`src/shared/exec_pkg.sv`:
```
// Package: opcodes, flag positions, reset values and carriers for the execution block
package exec_pkg;
    localparam int          DATA_W         = 8;
    localparam int          ADDR_W         = 7;
    localparam int          WDT_W          = 8;
    localparam int          PRE_W          = 8;
    localparam int          NIB_MSB        = 3;
    localparam logic [7:0]  ACC_RESET      = 8'h00;
    localparam logic [7:0]  WDT_CLEAR      = 8'h00;
    localparam logic [7:0]  PRE_CLEAR      = 8'h00;
    localparam logic        DEST_ACC       = 1'b0;
    localparam logic        DEST_FILE      = 1'b1;
    localparam logic        CARRY_RESET    = 1'b0;
    localparam logic        NIBBLE_RESET   = 1'b0;
    localparam logic        ZERO_RESET     = 1'b0;
    localparam logic        EXPIRY_RESET   = 1'b1;
    localparam logic        LOWPWR_RESET   = 1'b1;

    typedef enum logic [2:0] {
        OP_NONE                        = 3'h0,
        OP_ROTATE_RIGHT_VIA_CARRY      = 3'h1,
        OP_LITERAL_MINUS_ACC           = 3'h2,
        OP_FILE_MINUS_ACC              = 3'h3,
        OP_FILE_MINUS_ACC_WITH_BORROW  = 3'h4,
        OP_SLEEP                       = 3'h5
    } op_t;

    typedef struct packed {
        op_t                 op;
        logic                dest;
        logic [ADDR_W-1:0]   addr;
        logic [DATA_W-1:0]   literal;
        logic [DATA_W-1:0]   file_value;
    } instr_t;

    typedef struct packed {
        logic carry;
        logic nibble_borrow_flag;
        logic zero;
        logic expiry_status;
        logic low_power_status;
    } status_t;

    typedef struct packed {
        logic                we;
        logic [ADDR_W-1:0]   addr;
        logic [DATA_W-1:0]   data;
    } file_wr_t;
endpackage

```
`src/rtl/sub_unit.sv`:
```
// Subtractor: a - b - (not carry_in) with borrow-style carry, nibble carry and zero
`timescale 1ns/1ps
module sub_unit
    import exec_pkg::*;
#(
    parameter int WIDTH = DATA_W
) (
    // Operands
    input  wire logic [WIDTH-1:0] a,
    input  wire logic [WIDTH-1:0] b,
    input  wire logic             carry_in,
    // Result
    output logic      [WIDTH-1:0] diff,
    output logic                  carry_out,
    output logic                  nibble_out,
    output logic                  zero_out
);
    // The nibble borrow needs at least one bit above the low nibble
    if (WIDTH < NIB_MSB + 2) begin : g_width_check
        $error("sub_unit: WIDTH too small");
    end

    logic [WIDTH:0]   full;
    logic [NIB_MSB+1:0] low;

    // a + ~b + cin: carry out is 1 when no borrow occurred
    always_comb begin
        full       = {1'b0, a} + {1'b0, ~b} + {{WIDTH{1'b0}}, carry_in};
        low        = {1'b0, a[NIB_MSB:0]} + {1'b0, ~b[NIB_MSB:0]}
                   + {{(NIB_MSB+1){1'b0}}, carry_in};
        diff       = full[WIDTH-1:0];
        carry_out  = full[WIDTH];
        nibble_out = low[NIB_MSB+1];
        zero_out   = (full[WIDTH-1:0] == '0); // RL11
    end
endmodule

```
`src/rtl/rotate_subtract_sleep_ops.sv`:
```
// Execution of rotate-right, three subtractions and sleep, with status and watchdog effects
// Contract
// RL1 - Rotate right: old carry into bit 7, old bit 0 into carry only.
// RL2 - Rotate result goes to accumulator on select 0, file on 1.
// RL3 - Literal minus accumulator, two's complement, result into accumulator.
// RL4 - Carry 0 if accumulator exceeds literal; nibble flag likewise on low nibbles.
// RL5 - File minus accumulator, result to accumulator on 0, file on 1.
// RL6 - Carry 0 if accumulator exceeds file; nibble flag likewise on low nibbles.
// RL7 - File minus accumulator minus inverted borrow, routed by select, flags updated.
// RL8 - Sleep clears watchdog counter and its prescaler.
// RL9 - Sleep clears low-power status, sets expiry status, nothing else changes.
// RL10 - Sleep halts oscillator and stops instruction execution.
// RL11 - Subtractions set zero flag when 8-bit result is zero.
`timescale 1ns/1ps
module rotate_subtract_sleep_ops
    import exec_pkg::*;
(
    // Clock and reset
    input  wire logic              clk,
    input  wire logic              reset_n,
    // Instruction issue
    input  wire logic              instr_valid,
    input  wire instr_t            instr,
    // Wake from sleep (from same-clock wake logic)
    input  wire logic              wake,
    // Watchdog tick from the core's own timebase
    input  wire logic              wdt_tick,
    // Architectural state
    output logic      [DATA_W-1:0] acc,
    output status_t                status,
    output file_wr_t               file_wr,
    // Watchdog
    output logic      [WDT_W-1:0]  watchdog_counter,
    output logic      [PRE_W-1:0]  wdt_prescaler,
    // Power state
    output logic                   sleeping,
    output logic                   osc_run,
    output logic                   instr_ready
);
    logic [DATA_W-1:0] next_acc;
    status_t           next_status;
    file_wr_t          next_file_wr;
    logic [WDT_W-1:0]  next_watchdog_counter;
    logic [PRE_W-1:0]  next_wdt_prescaler;
    logic              next_sleeping;

    logic [DATA_W-1:0] sub_a;
    logic              sub_cin;
    logic [DATA_W-1:0] sub_diff;
    logic              sub_carry;
    logic              sub_nibble;
    logic              sub_zero;
    logic [DATA_W-1:0] rot;
    logic              exec;
    logic              sleep_go;

    // Execution is accepted only while awake
    assign instr_ready = ~sleeping; // RL10
    assign osc_run     = ~sleeping; // RL10
    assign exec        = instr_valid & ~sleeping; // RL10
    assign sleep_go    = exec & (instr.op == OP_SLEEP); // RL10

    // Operand select: literal or file minuend; borrow only for the borrow form
    always_comb begin
        sub_a   = (instr.op == OP_LITERAL_MINUS_ACC) ? instr.literal : instr.file_value;
        sub_cin = (instr.op == OP_FILE_MINUS_ACC_WITH_BORROW) ? status.carry : 1'b1; // RL7
        rot     = {status.carry, instr.file_value[DATA_W-1:1]}; // RL1
    end

    sub_unit #(
        .WIDTH (DATA_W)
    ) u_sub (
        .a          (sub_a),
        .b          (acc),
        .carry_in   (sub_cin),
        .diff       (sub_diff),
        .carry_out  (sub_carry),
        .nibble_out (sub_nibble),
        .zero_out   (sub_zero)
    );

    // Accumulator, status flags and file write-back
    always_comb begin
        next_acc          = acc;
        next_status       = status;
        next_file_wr      = '0;
        next_file_wr.addr = instr.addr;
        if (exec) begin
            unique case (instr.op)
                OP_ROTATE_RIGHT_VIA_CARRY: begin
                    next_status.carry = instr.file_value[0]; // RL1
                    if (instr.dest == DEST_ACC) begin
                        next_acc = rot; // RL2
                    end else begin
                        next_file_wr.we   = 1'b1; // RL2
                        next_file_wr.data = rot;
                    end
                end
                OP_LITERAL_MINUS_ACC: begin
                    next_acc                       = sub_diff; // RL3
                    next_status.carry              = sub_carry; // RL4
                    next_status.nibble_borrow_flag = sub_nibble; // RL4
                    next_status.zero               = sub_zero; // RL11
                end
                OP_FILE_MINUS_ACC: begin
                    // Carry and nibble are no-borrow bits: 1 unless acc exceeds file
                    next_status.carry              = sub_carry; // RL6
                    next_status.nibble_borrow_flag = sub_nibble; // RL6
                    next_status.zero               = sub_zero; // RL11
                    if (instr.dest == DEST_ACC) begin
                        next_acc = sub_diff; // RL5
                    end else begin
                        next_file_wr.we   = 1'b1; // RL5
                        next_file_wr.data = sub_diff; // RL5
                    end
                end
                OP_FILE_MINUS_ACC_WITH_BORROW: begin
                    // Same subtractor with the old carry as carry-in, so the
                    // nibble flag also sees the incoming borrow
                    next_status.carry              = sub_carry; // RL7
                    next_status.nibble_borrow_flag = sub_nibble; // RL7
                    next_status.zero               = sub_zero; // RL11
                    if (instr.dest == DEST_ACC) begin
                        next_acc = sub_diff; // RL7
                    end else begin
                        next_file_wr.we   = 1'b1; // RL7
                        next_file_wr.data = sub_diff; // RL7
                    end
                end
                OP_SLEEP: begin
                    // Only the two power status bits move; the rest keep their value
                    next_status.expiry_status    = 1'b1; // RL9
                    next_status.low_power_status = 1'b0; // RL9
                end
                OP_NONE: begin
                end
                default: begin
                end
            endcase
        end
    end

    always_ff @(posedge clk or negedge reset_n) begin
        if (!reset_n) begin
            acc                       <= ACC_RESET;
            status.carry              <= CARRY_RESET;
            status.nibble_borrow_flag <= NIBBLE_RESET;
            status.zero               <= ZERO_RESET;
            status.expiry_status      <= EXPIRY_RESET;
            status.low_power_status   <= LOWPWR_RESET;
            file_wr                   <= '0;
        end else begin
            acc     <= next_acc;
            status  <= next_status;
            file_wr <= next_file_wr;
        end
    end

    // Watchdog counter and prescaler
    always_comb begin
        next_watchdog_counter = watchdog_counter;
        next_wdt_prescaler    = wdt_prescaler;
        if (sleep_go) begin
            next_watchdog_counter = WDT_CLEAR; // RL8
            next_wdt_prescaler    = PRE_CLEAR; // RL8
        end else if (!sleeping) begin
            // Both stand still while asleep: a sleeping watchdog would need
            // its own oscillator, which this block does not model
            next_wdt_prescaler = wdt_prescaler + PRE_W'(1);
            if (wdt_tick) begin
                next_watchdog_counter = watchdog_counter + WDT_W'(1);
            end
        end
    end

    always_ff @(posedge clk or negedge reset_n) begin
        if (!reset_n) begin
            watchdog_counter <= WDT_CLEAR;
            wdt_prescaler    <= PRE_CLEAR;
        end else begin
            watchdog_counter <= next_watchdog_counter;
            wdt_prescaler    <= next_wdt_prescaler;
        end
    end

    // Sleep state; wake is looked at only while asleep
    always_comb begin
        next_sleeping = sleeping;
        if (sleep_go) begin
            next_sleeping = 1'b1; // RL10
        end else if (sleeping && wake) begin
            next_sleeping = 1'b0;
        end
    end

    always_ff @(posedge clk or negedge reset_n) begin
        if (!reset_n) begin
            sleeping <= 1'b0;
        end else begin
            sleeping <= next_sleeping;
        end
    end
endmodule

```
`config.mk`:
```
export PLATFORM = sky130hd
export DESIGN_NAME = rotate_subtract_sleep_ops
export DESIGN_NICKNAME = d
export VERILOG_FILES = /design/src/shared/exec_pkg.sv /design/src/rtl/sub_unit.sv /design/src/rtl/rotate_subtract_sleep_ops.sv
export SDC_FILE = /design/constraint.sdc
export NUM_CORES = 1
export LEC_CHECK = 0
export ABC_AREA = 1
export BUFFER_PORTS_ARGS = -buffer_cell sky130_fd_sc_hd__clkbuf_2
export CORE_MARGIN = 4
export CORE_UTILIZATION = 45
export DETAILED_ROUTE_END_ITERATION = 7
export PLACE_DENSITY_LB_ADDON = 0.05
export SLEW_MARGIN = 25
export SYNTH_ARGS = -nofsm -noshare
export SYNTH_HDL_FRONTEND = slang
export SYNTH_HIERARCHICAL = 1
export SYNTH_SLANG_ARGS = --single-unit
```
`constraint.sdc`:
```
create_clock -name clk -period 5.49 [get_ports clk]
set_clock_uncertainty 0.15 [all_clocks]
set_input_delay 1.098 -clock clk [delete_from_list [all_inputs] [get_ports clk]]
set_output_delay 1.098 -clock clk [all_outputs]
set_load 0.05 [all_outputs]
```
==> results.yml <==
sta:
  post-route-min-period_ns: 3.37
  max_slew_margin_pct: 61.6
  fin_crit_sh_pct: 61.4
  finalSetupViolCount: 0
  fin_tns_setup_ns: 0
  grt_setup_unrepaired: "false"
  finalHoldViolCount: 0
  slew_viol_final: 0
  fin_hold_ws_ns: 0.304
  tightestPinTransition_ns: 0.576
  fmax_mhz: 297
power:
  switching_power_uw: 757
  clkPwrFrac_pct: 19.5
  swShare_pct: 48.8
  internal-power_uw: 794
  seqPwrFrac_pct: 31.1
  power.density_nw_per_um2: 462
  p_leak_nw: 1.88
  peakVddDrop_uv: 256
  power.share.combinational_pct: 49.4
grt:
  grt_max_degree: 46
  globalRouteOverflowTotal: 0
  antenna_found_initial: 0
  grt_pass1_vias: 2484
  grt_use_total_pct: 18.9
  grt_pass1_wl_um: 11400
logic_synthesis:
  syn-mean-instance-area_um2: 7.56
  ys_seq_area_share_pct: 40.7
  syn-num-nets: 409
  yosys.area.top_type: "dfrtp_1"
  synthTopCellsByArea: "dfrtp_1 40%, nand2_1 15%, nand3_1 9.2%"
  syn_inst: 366
  yosysUniqueCellTypes: 31
  syn-cell-area_um2: 2770
  yosysWarningCount: 6
  yosysTopAreaCellShare_pct: 39.8
  ys_ff_latch: 45
setup_path:
  crit_end: "acc[6]"
  path_max_fanout: 9
  crit_path_start_kind: "input port"
  crit_required_ns: 5.53
  cp_slowest_stage_delay_ns: 0.38
  crit_buf_inv: 5
  r2r_slack_ns: 3.06
  reg2reg_depth: 17
  worstReg2RegEnd: "status[4]"
  crit_cells: 19
  slowest_stage: "fa_1"
  cp-startpoint: "instr[26]"
  end_kind: "register"
  critical_path.top_delay_family: "simple AND/OR/NAND/NOR gates"
  crit_top_cell: "nand2_1"
  cp_data_arrival_time_ns: 3.41
  cp_cell_sequence: "clkbuf_2 > inv_1 > nand3_2 > a21oi_1 > fa_1 > inv_1 > fa_1 > inv_1 > nand2_1 > nand2_1 > nand3_2 > nand2_1 > nand2_1 > nand2_2 > inv_1 > nand2_1 > nand2_1 > nand3_1 > nand2_1"
  critPathKind: "in -> reg"
  worstReg2RegStart: "status[4]"
route:
  vias: 2599
  post_drt_via_cell_ratio: 4.98
  drt-total-wl_um: 6850
  firstDrtPassIters: 4
  ant_nets: 0
  first_iter_violations: 128
  drt-wirelength-per-cell_um: 13.1
  drc: 0
final_layout:
  syn_to_final_growth_pct: 21.2
  final_nets: 489
  n_fill_cell: 606
  regArea_um2: 1130
  layout_commonest_cell: "nand2_1"
  diodes: 0
  layout_common_cells: "108 x nand2_1, 78 x clkbuf_2, 51 x nand3_1"
  drive_above_1_share_pct: 28.4
  multi_input_area_um2: 1400
floorplan:
  io_pins: 80
  coreArea_um2: 5960
  initial_utilization_pct: 46.5
  fp-row-count: 28
  die-area_um2: 7470
  dieHeight_um: 86.4
  dieWidth_um: 86.4
placed_design:
  gp_congestion: 0.851
  hpwlAfterDp_um: 5420
  port-buffer-count: 78
cts:
  clock_latency_ns: 0.30
  numCtsBuffers: 5
  clkSlewWorstSetupHoldPaths_ns: 0.09
  cts_tree: "yes"
  cts_resized: 0
  clockBufferDepth: 2
  clock-sinks: 45
  htree_levels: 2
  postCtsSetupBuffers: 0
  clock-root-buffer: "clkbuf_8"
  ctsHoldBuffers: 0
run_status:
  run_status: "complete, no violations"
run:
  drv_cap: 0
worst_hold_path:
  worstHoldPathType: "reg -> reg"
==> cell families (layout without fill, tap and decap cells) <==
family	after synthesis	after routing	synth area share (%)
simple gates	218	218	36.9
xor+xnor	1	1	0.317
compound gates	26	26	4.93
mux	7	7	2.85
flops	45	45	40.7
other cells	1	1	0.135
buf+inv	57	138	8.59
fa+ha+maj	11	11	5.52
==> metal layers <==
layer / vias up / GRT usage (%) / part of all wire (%)
met5: - / 0 / 0
met4: 0 / 4.96 / 1.2
met3: 8 / 4.09 / 5.7
met2: 60 / 32.3 / 49
met1: 1202 / 24.2 / 44
li1: 1329 / - / -
==> stage by stage <==
step           util [%]  total power [mW]  std cells  worst slack (ns)  instance area [um^2]
2_1_floorplan         -              1.08        366              2.20                  2770
3_3_place_gp       54.0              1.25        514              1.86                  3220
3_5_place_dp       54.0              1.26        514              1.79                  3220
4_1_cts            56.3              1.56        522              2.11                  3350
5_1_grt            56.3              1.66        522              1.82                  3350
6_report           56.3              1.55        522              2.12                  3350
==> power groups by stage <==
stage	clock network (mW)	logic, mW	registers (mW)
6_report	0.303	0.766	0.482
5_1_grt	0.322	0.844	0.494
4_1_cts	0.308	0.772	0.481
3_5_place_dp	0	0.770	0.487
3_3_place_gp	0	0.762	0.486
2_1_floorplan	0	0.344	0.732
==> sequential cells by signal, summed over array words and instances, names as in the netlist <==
name and count:
file_wr 16, acc 8, status 4, watchdog_counter 8, sleeping 1, wdt_prescaler 8
==> worst min-delay path, cell delays in order, from the launching register on <==
cell and delay [ns]:
dfstp_2 0.38, inv_1 0.05, nor2_1 0.04
==> cell usage after synthesis <==
library cell,count
nand2_4,2
or2_2,1
inv_2,4
ha_1,9
nand3_1,51
nor2_1,21
fa_1,2
nand4_1,6
o21ai_0,7
buf_4,3
buf_6,1
conb_1,1
nor2_2,4
nand3_2,6
buf_2,2
nand3b_1,2
mux2_2,7
o21ai_1,1
inv_4,1
nand2_8,1
inv_1,46
a21oi_1,16
nand2_2,12
nand2_1,108
dfrtp_1,44
or2_1,1
dfstp_2,1
nor3_1,3
xor2_1,1
a21oi_2,1
o21bai_1,1
==> layout make-up <==
cell class              count  share of cell area (%)
flip-flops and latches     45                    33.6
repair buffers             79                    11.9
multi-input cells         264                    41.8
inverters                  51                    5.78
clock inverters             3                    2.05
well taps                  75                    2.80
clock buffers               5                    2.05
==> worst min-delay path by stage <==
stage | from | to | cells past startpoint
floorplan | status[0] | status[0] | 2
global placement | status[0] | status[0] | 2
detailed placement | status[0] | status[0] | 2
CTS | status[0] | status[0] | 2
global route | status[0] | status[0] | 2
finish | status[0] | status[0] | 2
Power figures use the tool's default switching activity.
